### src/cbt_pkg.sv
// Purpose: Constants and types for the camera board init and timing block
// Assumes: One clock, synchronous active-low reset
// Notes:   All counts in clock cycles derive from times and the clock period
package cbt_pkg;
  // Clock and pixel timing
  localparam int CLK_NS     = 50;
  localparam int PIX_NS     = 50;
  localparam int PIX_CYC    = (PIX_NS + CLK_NS - 1) / CLK_NS;
  localparam int INT_CLK_NS = 1000000;
  localparam int INT_HALF   = INT_CLK_NS / 2 / CLK_NS;

  // Pixel counts of the readout sequence
  localparam logic [15:0] N_V_DELAY  = 16'h0001;
  localparam logic [15:0] N_V_XFER   = 16'h0028;
  localparam logic [15:0] N_H_DELAY  = 16'h001e;
  localparam logic [15:0] N_PIXELS   = 16'h0460;
  localparam logic [15:0] N_REAL_PIX = 16'h0424;
  localparam logic [15:0] N_LINES    = 16'h0420;
  localparam logic [15:0] N_PD_HOLD  = 16'h0168;
  localparam logic [15:0] N_PD_DELAY = 16'h0320;
  localparam logic [15:0] N_SH_SETUP = 16'h001e;
  localparam logic [15:0] N_SH_PULSE = 16'h0096;
  localparam logic [15:0] N_SH_HOLD  = 16'h0014;
  localparam logic [15:0] N_DUAL_PIX = 16'h0230;

  // Shutter line choices; 1100 lies past the frame, so no pulse
  localparam logic [15:0] SHL_OFF   = 16'h044c;
  localparam logic [15:0] SHL_EIGHT = 16'h039c;
  localparam logic [15:0] SHL_QUART = 16'h0318;
  localparam logic [15:0] SHB_EIGHT = 16'h01ce;
  localparam logic [15:0] SHB_QUART = 16'h018c;

  // Clamp default pixel window
  localparam logic [15:0] CLAMP_START = 16'h0004;
  localparam logic [15:0] CLAMP_END   = 16'h000e;

  // Serial device selects and load table
  localparam logic [2:0] DS_AFE1 = 3'h1;
  localparam logic [2:0] DS_AFE2 = 3'h2;
  localparam logic [2:0] DS_TG   = 3'h3;
  localparam logic [3:0] N_ENTRY = 4'hd;
  localparam logic [5:0] HDR_BITS = 6'h08;
  localparam logic [7:0] AFE_CLAMP = 8'h60;
  localparam logic [7:0] AFE_GAIN  = 8'h14;
  localparam logic [5:0] AFE_BITS  = 6'h08;
  localparam logic [5:0] TG_BITS   = 6'h20;

  // Register map, byte addresses
  localparam logic [3:0] A_CTRL   = 4'h0;
  localparam logic [3:0] A_STATUS = 4'h4;
  localparam logic [3:0] A_CLAMP  = 4'h8;
  localparam logic [3:0] A_LINE   = 4'hc;

  typedef struct packed {
    logic [2:0]  dev;
    logic [3:0]  addr;
    logic [5:0]  nbits;
    logic [31:0] data;
  } cbt_entry_t;

  typedef struct packed {
    logic sclock;
    logic sdata;
    logic load_afe1_n;
    logic load_afe2_n;
    logic load_tg_n;
  } cbt_serial_t;

  typedef struct packed {
    logic horiz_clock_phase_one;
    logic horiz_clock_phase_two;
    logic sensor_reset_clock;
    logic vert_clock_phase_two;
    logic vert_two_third_level;
    logic shutter;
    logic optical_black_clamp;
    logic data_sync_clock;
  } cbt_ccd_t;
endpackage : cbt_pkg

### src/cbt_board_init.sv
// Purpose: Board init loader and sensor timing engine for a camera board
// Assumes: Wishbone classic slave, one clock, inputs synchronous
// Notes:   Sequencer counts scale with PIX_CYC; the horizontal, reset and sync clocks toggle every clock in the active line
// What this block does
// - Horizontal clocks and sensor reset clock toggle once per pixel count.
// - Wait one pixel count after horizontal clocks stop before vertical transfer.
// - Second vertical phase high for 40 pixel counts per transfer.
// - Wait 30 pixel counts after vertical transfer before horizontal clocks.
// - Each line has 1120 pixel counts: 1060 real plus 60 overclock.
// - Each frame has 1056 lines including overclock lines.
// - Photodiode transfer holds third level 360 counts, then waits 800.
// - With clocks stopped, wait 30 counts, then shutter pulse for 150.
// - After the shutter pulse, hold off 20 counts before clocks resume.
// - Data sync clock runs at the pixel rate.
// - Short exposure clears the photodiodes at a chosen readout line.
// - Integration select inputs choose full frame down to one eighth.
// - Integration select is taken only at a board reset.
// - Power-up, reset button or remote reset toggle resets all logic.
// - Load front-end defaults first, then timing generator tables and registers.
// - After loading, release timing generator; keep watching its activity and serial.
// - Clamp during dark pixels; defaults fixed, host may move them.
// - Front-end defaults: addresses 0,1 get 0; address 2 gets 96; 3 gets 20.
// - Frame table pointer 0 for single or dual, 1 for binning.
// - Binning switch overrides dual channel switch.
// - Remote reset high forces timing generator reset; falling edge resets board.
// - Pixel count spans a fixed number of system clock cycles.
// - Generate a 1 ms integration clock on an output pin.
//
// Added by the designer: the address map and the Wishbone slave port.
`timescale 1ns/1ps
module cbt_board_init import cbt_pkg::*; #(
  parameter int P_INT_HALF = INT_HALF
) (
  input  wire logic        i_clock,
  input  wire logic        i_rstn,
  input  wire logic        i_reset_button,
  input  wire logic        i_remote_reset_input,
  input  wire logic [4:0]  i_integration_select_inputs,
  input  wire logic        i_dual_channel_switch,
  input  wire logic        i_binning_switch,
  input  wire logic        i_host_sload,
  input  wire logic        i_host_sclock,
  input  wire logic        i_host_sdata,
  input  wire logic        i_tg_frame_valid,
  input  wire logic        i_tg_line_valid,
  input  wire logic        wb_cyc_i,
  input  wire logic        wb_stb_i,
  input  wire logic        wb_we_i,
  input  wire logic [3:0]  wb_adr_i,
  input  wire logic [3:0]  wb_sel_i,
  input  wire logic [31:0] wb_dat_i,
  output logic [31:0]      wb_dat_o,
  output logic             wb_ack_o,
  output cbt_serial_t      o_serial,
  output cbt_ccd_t         o_ccd,
  output logic             o_timing_gen_force_reset_n,
  output logic             o_integrate_clock,
  output logic             o_frame_valid,
  output logic             o_line_valid
);
  typedef enum logic [1:0] {LD_SEND, LD_GAP, LD_DONE} cbt_ld_t;
  typedef enum logic [3:0] {
    ST_WAIT, ST_PD_HOLD, ST_PD_DELAY, ST_SH_SETUP, ST_SH_PULSE, ST_SH_HOLD,
    ST_V_DELAY, ST_V_XFER, ST_H_DELAY, ST_H_ACTIVE
  } cbt_st_t;

  logic        button_q, remote_q, board_rst, rst;
  logic [4:0]  int_sel;
  logic        ftp, dual;
  cbt_ld_t     ld_state;
  logic [3:0]  ld_idx;
  logic [5:0]  ld_bit;
  logic        ld_phase;
  logic [39:0] ld_shift;
  cbt_entry_t  entry;
  logic        loaded;
  cbt_st_t     st;
  logic [15:0] cnt, line, pix;
  logic [15:0] shut_line, clamp_start, clamp_end;
  logic        run_en;
  logic [31:0] int_cnt;
  logic        hs_q, hs_rise;
  logic [1:0]  hs_bits;
  logic [2:0]  hs_ds;
  logic        hs_steer;

  // Reset sources: power-up, button rising edge, remote falling edge
  always_ff @(posedge i_clock) begin
    if (!i_rstn) begin
      button_q  <= 1'b0;
      remote_q  <= 1'b0;
      board_rst <= 1'b0;
    end else begin
      button_q  <= i_reset_button;
      remote_q  <= i_remote_reset_input;
      board_rst <= (i_reset_button & ~button_q) |
                   (remote_q & ~i_remote_reset_input);
    end
  end
  assign rst = ~i_rstn | board_rst;

  // Mode straps caught only while reset is held, so later changes wait
  always_ff @(posedge i_clock) begin
    if (rst) begin
      int_sel <= i_integration_select_inputs;
      ftp     <= i_binning_switch;
      dual    <= i_dual_channel_switch & ~i_binning_switch;
    end
  end

  // Shutter line from integration select; unlisted codes turn it off
  always_comb begin
    case (int_sel)
      5'h01:   shut_line = ftp ? SHB_EIGHT : SHL_EIGHT;
      5'h02:   shut_line = ftp ? SHB_QUART : SHL_QUART;
      default: shut_line = SHL_OFF;
    endcase
  end

  // Default load table: front ends first, timing generator last
  always_comb begin
    entry = '0;
    case (ld_idx)
      4'h0, 4'h1, 4'h2, 4'h3, 4'h4, 4'h5, 4'h6, 4'h7: begin
        entry.dev   = ld_idx[2] ? DS_AFE2 : DS_AFE1;
        entry.addr  = {2'h0, ld_idx[1:0]};
        entry.nbits = AFE_BITS;
        entry.data  = (ld_idx[1:0] == 2'h2) ? {24'h0, AFE_CLAMP} :
                      (ld_idx[1:0] == 2'h3) ? {24'h0, AFE_GAIN} : 32'h0;
      end
      4'h8: begin
        entry = '{DS_TG, 4'h2, TG_BITS, 32'h0};  // Program mode first
      end
      4'h9: begin
        entry = '{DS_TG, 4'h0, TG_BITS, {31'h0, ftp}};
      end
      4'ha: begin
        entry = '{DS_TG, 4'h1, TG_BITS, {16'h0, dual ? N_DUAL_PIX : N_PIXELS}};
      end
      4'hb: begin
        entry = '{DS_TG, 4'h3, TG_BITS,
                  {2'h0, N_SH_HOLD[9:0], N_SH_PULSE[9:0], N_SH_SETUP[9:0]}};
      end
      4'hc: begin
        entry = '{DS_TG, 4'h4, TG_BITS, {16'h0, shut_line}};
      end
      default: begin
        entry = '{DS_TG, 4'h2, TG_BITS, 32'h1};  // Execution mode last
      end
    endcase
  end

  // Serial loader: data set with clock low, sampled on the rising edge
  always_ff @(posedge i_clock) begin
    if (rst) begin
      ld_state <= LD_GAP;
      ld_idx   <= '0;
      ld_bit   <= '0;
      ld_phase <= 1'b0;
      ld_shift <= '0;
      loaded   <= 1'b0;
    end else begin
      case (ld_state)
        LD_GAP: begin
          ld_shift <= {entry.data[31:0], entry.addr, 1'b0,
                       entry.dev[0], entry.dev[1], entry.dev[2]};
          ld_bit   <= '0;
          ld_phase <= 1'b0;
          ld_state <= LD_SEND;
        end
        LD_SEND: begin
          ld_phase <= ~ld_phase;
          if (ld_phase) begin
            ld_shift <= {1'b0, ld_shift[39:1]};
            ld_bit   <= ld_bit + 6'h01;
            if (ld_bit == entry.nbits + HDR_BITS - 6'h01) begin
              if (ld_idx == N_ENTRY) begin
                ld_state <= LD_DONE;
                loaded   <= 1'b1;
              end else begin
                ld_idx   <= ld_idx + 4'h1;
                ld_state <= LD_GAP;
              end
            end
          end
        end
        LD_DONE: ld_state <= LD_DONE;
        default: ld_state <= LD_GAP;
      endcase
    end
  end

  // Host serial steering: first three bits pick the target device
  always_ff @(posedge i_clock) begin
    if (rst) begin
      hs_q     <= 1'b0;
      hs_bits  <= '0;
      hs_ds    <= '0;
      hs_steer <= 1'b0;
    end else begin
      hs_q <= i_host_sclock;
      if (i_host_sload || !loaded) begin
        hs_bits  <= '0;
        hs_steer <= 1'b0;
      end else if (hs_rise && !hs_steer) begin
        hs_ds   <= {hs_ds[1:0], i_host_sdata};
        hs_bits <= hs_bits + 2'h1;
        if (hs_bits == 2'h2) begin
          hs_steer <= 1'b1;
        end
      end
    end
  end
  assign hs_rise = i_host_sclock & ~hs_q;

  // Serial pins: loader owns them until done, then the host may pass
  always_ff @(posedge i_clock) begin
    if (rst) begin
      o_serial <= '{1'b0, 1'b0, 1'b1, 1'b1, 1'b1};
    end else if (ld_state == LD_SEND) begin
      o_serial.sclock      <= ld_phase;
      o_serial.sdata       <= ld_shift[0];
      o_serial.load_afe1_n <= entry.dev != DS_AFE1;
      o_serial.load_afe2_n <= entry.dev != DS_AFE2;
      o_serial.load_tg_n   <= entry.dev != DS_TG;
    end else if (hs_steer) begin
      o_serial.sclock      <= i_host_sclock;
      o_serial.sdata       <= i_host_sdata;
      o_serial.load_afe1_n <= hs_ds != DS_AFE1;
      o_serial.load_afe2_n <= hs_ds != DS_AFE2;
      o_serial.load_tg_n   <= hs_ds != DS_TG;
    end else begin
      o_serial <= '{1'b0, 1'b0, 1'b1, 1'b1, 1'b1};
    end
  end

  // Held by remote input, its falling edge, or until loaded; no blip before reset
  always_ff @(posedge i_clock) begin
    if (rst) begin
      o_timing_gen_force_reset_n <= 1'b0;
    end else begin
      o_timing_gen_force_reset_n <= loaded & ~i_remote_reset_input & ~remote_q;
    end
  end

  // Monitor the generator's valids once it is running
  always_ff @(posedge i_clock) begin
    if (rst) begin
      o_frame_valid <= 1'b0;
      o_line_valid  <= 1'b0;
    end else begin
      o_frame_valid <= loaded & i_tg_frame_valid;
      o_line_valid  <= loaded & i_tg_line_valid;
    end
  end

  // 1 ms integration clock, free running after reset
  always_ff @(posedge i_clock) begin
    if (rst) begin
      int_cnt           <= '0;
      o_integrate_clock <= 1'b0;
    end else if (int_cnt == 32'(P_INT_HALF - 1)) begin
      int_cnt           <= '0;
      o_integrate_clock <= ~o_integrate_clock;
    end else begin
      int_cnt <= int_cnt + 32'h1;
    end
  end

  // Clamp window registers; software moves it after power-up
  always_ff @(posedge i_clock) begin
    if (rst) begin
      run_en      <= 1'b1;
      clamp_start <= CLAMP_START;
      clamp_end   <= CLAMP_END;
    end else if (wb_cyc_i && wb_stb_i && wb_we_i && !wb_ack_o) begin
      if (wb_adr_i == A_CTRL && wb_sel_i[0]) begin
        run_en <= wb_dat_i[0];
      end
      if (wb_adr_i == A_CLAMP) begin
        if (wb_sel_i[0]) clamp_start[7:0]  <= wb_dat_i[7:0];
        if (wb_sel_i[1]) clamp_start[15:8] <= wb_dat_i[15:8];
        if (wb_sel_i[2]) clamp_end[7:0]    <= wb_dat_i[23:16];
        if (wb_sel_i[3]) clamp_end[15:8]   <= wb_dat_i[31:24];
      end
    end
  end

  // Wishbone answer one cycle after the request; unmapped reads zero
  always_ff @(posedge i_clock) begin
    if (rst) begin
      wb_ack_o <= 1'b0;
      wb_dat_o <= '0;
    end else begin
      wb_ack_o <= wb_cyc_i & wb_stb_i & ~wb_ack_o;
      case (wb_adr_i)
        A_CTRL:   wb_dat_o <= {31'h0, run_en};
        A_STATUS: wb_dat_o <= {17'h0, dual, ftp, int_sel,
                               st, 3'h0, loaded};
        A_CLAMP:  wb_dat_o <= {clamp_end, clamp_start};
        A_LINE:   wb_dat_o <= {pix, line};
        default:  wb_dat_o <= '0;
      endcase
    end
  end

  // Readout sequencer; counts are pixel counts scaled by PIX_CYC
  always_ff @(posedge i_clock) begin
    if (rst) begin
      st   <= ST_WAIT;
      cnt  <= '0;
      line <= '0;
      pix  <= '0;
    end else begin
      cnt <= cnt + 16'h1;
      case (st)
        ST_WAIT: begin
          cnt <= '0;
          if (loaded && run_en) st <= ST_PD_HOLD;
        end
        ST_PD_HOLD: if (cnt == 16'(N_PD_HOLD * PIX_CYC - 1)) begin
          cnt <= '0;
          st  <= ST_PD_DELAY;
        end
        ST_PD_DELAY: if (cnt == 16'(N_PD_DELAY * PIX_CYC - 1)) begin
          cnt  <= '0;
          line <= '0;
          st   <= (shut_line == 16'h0) ? ST_SH_SETUP : ST_V_DELAY;
        end
        ST_SH_SETUP: if (cnt == 16'(N_SH_SETUP * PIX_CYC - 1)) begin
          cnt <= '0;
          st  <= ST_SH_PULSE;
        end
        ST_SH_PULSE: if (cnt == 16'(N_SH_PULSE * PIX_CYC - 1)) begin
          cnt <= '0;
          st  <= ST_SH_HOLD;
        end
        ST_SH_HOLD: if (cnt == 16'(N_SH_HOLD * PIX_CYC - 1)) begin
          cnt <= '0;
          st  <= ST_V_DELAY;
        end
        ST_V_DELAY: if (cnt == 16'(N_V_DELAY * PIX_CYC - 1)) begin
          cnt <= '0;
          st  <= ST_V_XFER;
        end
        ST_V_XFER: if (cnt == 16'(N_V_XFER * PIX_CYC - 1)) begin
          cnt <= '0;
          st  <= ST_H_DELAY;
        end
        ST_H_DELAY: if (cnt == 16'(N_H_DELAY * PIX_CYC - 1)) begin
          cnt <= '0;
          pix <= '0;
          st  <= ST_H_ACTIVE;
        end
        ST_H_ACTIVE: begin
          if (cnt == 16'(PIX_CYC - 1)) begin
            cnt <= '0;
            pix <= pix + 16'h1;
            if (pix == N_PIXELS - 16'h1) begin
              line <= line + 16'h1;
              cnt  <= '0;
              if (line == N_LINES - 16'h1) begin
                st <= run_en ? ST_PD_HOLD : ST_WAIT;
              end else if (line + 16'h1 == shut_line) begin
                st <= ST_SH_SETUP;
              end else begin
                st <= ST_V_DELAY;
              end
            end
          end
        end
        default: st <= ST_WAIT;
      endcase
    end
  end

  // Sensor drive pins; horizontal phases only toggle in the active line
  always_ff @(posedge i_clock) begin
    if (rst) begin
      o_ccd <= '0;
    end else begin
      if (st == ST_H_ACTIVE) begin
        o_ccd.horiz_clock_phase_one <= ~o_ccd.horiz_clock_phase_one;
        o_ccd.horiz_clock_phase_two <= o_ccd.horiz_clock_phase_one;
        o_ccd.sensor_reset_clock    <= ~o_ccd.sensor_reset_clock;
        o_ccd.data_sync_clock       <= ~o_ccd.data_sync_clock;
      end else begin
        o_ccd.horiz_clock_phase_one <= 1'b0;
        o_ccd.horiz_clock_phase_two <= 1'b1;
        o_ccd.sensor_reset_clock    <= 1'b0;
        o_ccd.data_sync_clock       <= 1'b0;
      end
      o_ccd.vert_clock_phase_two <= (st == ST_V_XFER) | (st == ST_PD_HOLD);
      o_ccd.vert_two_third_level <= st == ST_PD_HOLD;
      o_ccd.shutter              <= st == ST_SH_PULSE;
      // Clamp sits in the dark lead-in pixels, never in overclock
      o_ccd.optical_black_clamp  <= (st == ST_H_ACTIVE) && (pix >= clamp_start) &&
                                    (pix <= clamp_end) && (pix < N_REAL_PIX);
    end
  end
endmodule : cbt_board_init

### config.mk
export PLATFORM = sky130hd
export DESIGN_NAME = cbt_board_init
export DESIGN_NICKNAME = d
export VERILOG_FILES = /design/src/cbt_pkg.sv /design/src/cbt_board_init.sv
export SDC_FILE = /design/constraint.sdc
export NUM_CORES = 1
export LEC_CHECK = 0
export BUFFER_PORTS_ARGS = -buffer_cell sky130_fd_sc_hd__buf_2
export CELL_PAD_IN_SITES_DETAIL_PLACEMENT = 1
export CELL_PAD_IN_SITES_GLOBAL_PLACEMENT = 1
export CORE_MARGIN = 2
export CORE_UTILIZATION = 30
export DETAILED_ROUTE_END_ITERATION = 7
export GPL_ROUTABILITY_DRIVEN = 1
export PLACE_DENSITY_LB_ADDON = 0.1
export SLEW_MARGIN = 20
export SYNTH_ARGS = -nofsm -noshare
export SYNTH_HDL_FRONTEND = slang
export SYNTH_SLANG_ARGS = --single-unit
### constraint.sdc
create_clock -name i_clock -period 6.41 [get_ports i_clock]
set_input_delay 0.3205 -clock i_clock [delete_from_list [all_inputs] [get_ports i_clock]]
set_output_delay 0.3205 -clock i_clock [all_outputs]
set_load 0.03 [all_outputs]
* Yosys cells after proc, flatten, opt, wreduce, memory -nomap -nowiden
Index checks and enable logic that the tools add are counted.
** Storage, ports and cells
- Register bits after elaboration :: 238
- Output and inout port bits :: 50
** Cells by class
- Add/sub/neg operators :: 9
- Order comparisons :: 3
- Equal/unequal tests :: 62
- Mux-type cells :: 52
- Bitwise operators :: 28
- Reductions and logical operators :: 42
** Operator list (number)
- 44-bit one-hot mux with 6 select lines :: 1
- 16-bit 2-to-1 mux :: 12
- 16-bit one-hot mux with 8 select lines :: 1
- 32-bit one-hot mux with 4 select lines :: 1
- 40-bit one-hot mux with 2 select lines :: 1
- 16-bit one-hot mux with 2 select lines :: 2
- 16-bit by 1-bit adder with 16-bit output (second input constant) :: 3
- 4-bit 2-to-1 mux :: 11
- 4-bit equality test (second input constant) :: 10
- 40-bit 2-to-1 mux :: 1
- 4-bit one-hot mux with 10 select lines :: 1
- 4-bit by 3-bit equality test with 1-bit output (second input constant) :: 9
- 32-bit by 1-bit adder with 32-bit output (second input constant) :: 1
- 16-bit by 11-bit equality test with 1-bit output (second input constant) :: 2
- 16-bit by 5-bit equality test with 1-bit output (second input constant) :: 2
- 32-bit by 14-bit equality test with 1-bit output (second input constant) :: 1
- 16-bit logical NOT :: 2
- 2-bit != test (second input constant) :: 13
- 11-bit one-hot mux with 2 select lines :: 1
- 10-bit 2-to-1 mux :: 2
- 16-bit by 10-bit equality test with 1-bit output (second input constant) :: 1
- 16-bit equality test :: 1
- 16-bit by 6-bit equality test with 1-bit output (second input constant) :: 1
- 16-bit by 8-bit equality test with 1-bit output (second input constant) :: 1
- other kinds (43) :: 115

* Depth between registers and ports, before layout
- Depth in word-level cells :: 10
- Mapped depth :: 11
- Mapped depth without buffers :: 10

* Worst setup path before layout
OpenSTA, ideal clock, no wires.
- Kind :: register to register
- Start point :: register ld_idx[0]
- End point :: register ld_idx[3]
- Library setup time :: 0.139 ns
- Arrival :: 2.426 ns
- Data required time :: 6.271 ns
- Setup slack :: 3.845 ns
- Cell stages (with the launch flop) :: 11
- Period minus slack after synthesis :: 2.565 ns
- Cell sequence :: dfxtp_1 inv_1 ha_1 nor4_1 nor2_1 nor3b_1 o211a_1 nor3b_1 nand4_1 xor2_1 nor2_1
** Between the ends
- Word-level cells in the longest chain between the ends :: 7
- Elaborated cells between the ends (all ways) :: 22
- Those cells by class :: 3 x add/sub; 14 x eq/ne; 1 x mux; 1 x bitwise; 3 x reduce/logical
** Ends and longest elaborated chain
- start, declared :: RTL line cbt_board_init.sv:71 : logic [3:0] ld_idx;
- start signal, assigned :: RTL line cbt_board_init.sv:181 : ld_idx <= ld_idx + 4'h1;
- 4-bit by 1-bit equality test with 1-bit output, or another cell as far along :: RTL line cbt_board_init.sv:123 : case (ld_idx)
- 8-bit OR reduction :: RTL line cbt_board_init.sv:123
- 44-bit one-hot mux with 6 select lines :: RTL line cbt_board_init.sv:123
- 6-bit by 4-bit adder with 6-bit output :: RTL line cbt_board_init.sv:176 : if (ld_bit == entry.nbits + HDR_BITS - 6'h01) begin
- 6-bit by 1-bit subtractor with 6-bit output :: RTL line cbt_board_init.sv:176
- 6-bit equality test :: RTL line cbt_board_init.sv:176
- 4-bit AND reduction (no source line)
Several ways; a longest one is shown, not always the timed one.
A chain may end at the register's enable or synchronous reset.

* Worst setup path in the final report
Ends and elaborated chain as after synthesis.

==> flow_summary.ini <==
[final_layout]
nets = 1551
final_core_util_pct = 35.95
syn_to_final_growth_pct = 17.90
final_cells = 1934
layout_common_cells = dfxtp_1, nor2_1, nand2_1
final_common_cell = dfxtp_1
layout-drive-gt1-share_pct = 13.57
nFillCells = 4315
final_area_mm2 = 0.01319
antennaDiodeCount = 0

[placement]
placedInstanceArea_mm2 = 0.01205
dp_worst_setup_slack_ns = 3.307
gp_congestion = 0.7518
dp_cells = 1862
dp_hpwl_um = 23700
portBuffers = 108

[clocking]
cts_resized = 0
root_buffer = clkbuf_16
htree_levels = 1
cts_tree = yes
hold_buffers = 23
post_cts_buffers = 0
clk_path_buf_depth = 3
numCtsBuffers = 28
clk_pin_slew_ns = 0.06
clock_latency_ns = 0.57
clock_sinks = 231

[pwr]
p_leak_nw = 5.023
power_frac_comb_pct = 4.6
seq_power_share_pct = 46.2
switching_share_pct = 23.29
p_sw_mw = 0.7439
vdd_drop_max_v = 0.0002072
total_power_mw = 3.194
p_int_mw = 2.450
powerDensity_mw_per_mm2 = 242.1
clkPwrFrac_pct = 49.2

[worst_setup_path]
cp.buffers_inverters = 1
worstPathArrival_ns = 3.56
timing.rr.end = ld_idx[3]
path_cells = inv_1, ha_1, nor4_1, nor2_1, nor3b_1, o211a_1, nor3b_1, nand4_1, xor2_1, nor2_1
endpoint_kind = register
cp-start-kind = register
ff2ff_setup_slack_ns = 3.29
crit_slowest_cell = nor3b_1
critPathLaunch = ld_idx[0]
critPathTopFamily = simple AND/OR/NAND/NOR gates
critPathKind = reg2reg
slowest_delay_ns = 0.62
reg2regPathDepth = 10
reg2reg_from = ld_idx[0]
crit_end = ld_idx[3]
crit_fanout = 9
worstPathRequired_ns = 6.85
worst-path-stages = 10

[global_route]
antenna_found_initial = 0
grt_max_degree = 74
grt_pass1_vias = 10060
grt-ovfl-total = 0
track_usage_pct = 17.57
grt_first_pass_wirelength_um = 55320

[logic_synthesis]
synth_top_area_share_pct = 40.08
async_flop_share_pct = 0
avgSynthCellArea_um2 = 8.276
synth.top_cells.by_area = dfxtp_1, nor2_1, ha_1
ys.flop_type = dfxtp_1
synth-seq-cells = 231
syn_inst = 1352
synth_enable_flop_cells = 7
post-synth-top-area-cell = dfxtp_1
syn-cell-area_mm2 = 0.01119
syn_nets = 1456
yosysSeqAreaShare_pct = 41.95
yosys_warnings = 0
synth_cell_types = 76

[sta]
holdWs_ns = 0.02349
setup_viol = 0
fin_worst_skew_ns = 0.02194
finalCritPeriodShare_pct = 48.70
finalHoldViolations = 0
tightest_slew_ns = 0.9304
tns_ns = 0
slew_headroom_pct = 37.85
finalCriticalPeriod_ns = 3.122
rsz0062_at_grt = no
fmax_mhz = 320.3
final.setup.worst_slack_ns = 3.288
slew_viol_final = 0

[route]
drtPass1Iterations = 5
drc = 0
num_vias = 9820
postRouteAntennaNets = 0
post_drt_wl_per_cell_um = 17.47
routed_via_density = 5.078
wl_um = 33780
drtIter0Drc = 472

[run_status]
status = finished, final reports clean

[floorplan]
pin_count = 109
row_count = 70
dieWidth_um = 197.1
die_height_um = 197.1
core-area_mm2 = 0.03670
die-area_mm2 = 0.03886
start_util_pct = 30.49

[min_path]
hp-class = in2reg
hold_start = wb_dat_i[16]

[run]
maxCapViolations = 0
## flip-flops by register name, indices dropped and copies added, names as in the netlist, 2 cells and up
| signal | flops |
|---|---|
| hs_bits | 2 |
| clamp_end | 16 |
| wb_dat_o | 32 |
| st | 4 |
| cnt | 16 |
| ld_idx | 4 |
| hs_ds | 3 |
| ld_state | 2 |
| o_ccd | 8 |
| line | 16 |
| clamp_start | 16 |
| ld_bit | 6 |
| pix | 16 |
| int_cnt | 32 |
| ld_shift | 33 |
| o_serial | 5 |
| int_sel | 5 |
## worst min-delay path, stage by stage
cell     delay (ns)
buf_2          0.09
nand3_1        0.05
a21oi_1        0.05
## power groups by stage
stage / Clock, mW / Sequential (mW) / Combinational, mW
final: 1.57 / 1.47 / 0.148
after global routing: 1.69 / 1.48 / 0.166
after CTS: 1.63 / 1.47 / 0.151
after detailed placement: 0 / 1.51 / 0.140
after global placement: 0 / 1.51 / 0.138
after floorplan: 0 / 1.50 / 0.0819
## cell type report
cell class	count	area [µm²]	share of cell area (%)
clock buffers	41	840.8	6.373
flip-flops and latches	231	4695	35.58
well taps	468	585.6	4.439
inverters	51	192.7	1.461
clock inverters	8	67.56	0.5121
multi-input cells	992	5951	45.11
repair buffers	143	860.8	6.525
## worst min-delay path by stage
| stage | cells after the start | endpoint | slack (ns) |
|---|---|---|---|
| 5_1_grt | 3 | clamp_end[0] | 0.02 |
| 3_5_place_dp | 1 | o_ccd[5] | 0.40 |
| 2_1_floorplan | 1 | o_timing_gen_force_reset_n | 0.40 |
| 4_1_cts | 3 | clamp_end[0] | 0.001 |
| 3_3_place_gp | 1 | o_ccd[0] | 0.40 |
| 6_report | 3 | clamp_end[0] | 0.02 |
## kinds of logic after synthesis
logic type      synth area share [%]
buf+inv                        4.931
mux                            1.543
fa+ha+maj                      5.121
simple gates                   26.08
flops                          41.95
compound gates                 14.98
xor+xnor                       5.390
## cells in the mapped netlist (all sizes together), types with 16 or more instances
| cell | n |
|---|---|
| dfxtp | 224 |
| nor2 | 195 |
| nand2 | 129 |
| a21oi | 90 |
| nand3 | 82 |
| o21ai | 70 |
| clkbuf | 61 |
| inv | 51 |
| a22oi | 47 |
| ha | 45 |
| xor2 | 41 |
| nand4 | 34 |
| and3 | 27 |
| xnor2 | 27 |
| nor3 | 25 |
| buf | 17 |
| nor4 | 16 |
## layer usage
metal	up-vias	track usage [%]	part of all wire (%)
met5	-	0	0
met4	0	3.843	1.9
met3	37	2.356	2.8
met2	109	28.40	45
met1	4759	24.92	51
li1	4915	-	-
Note: power is estimated with default switching activity, not from simulation.
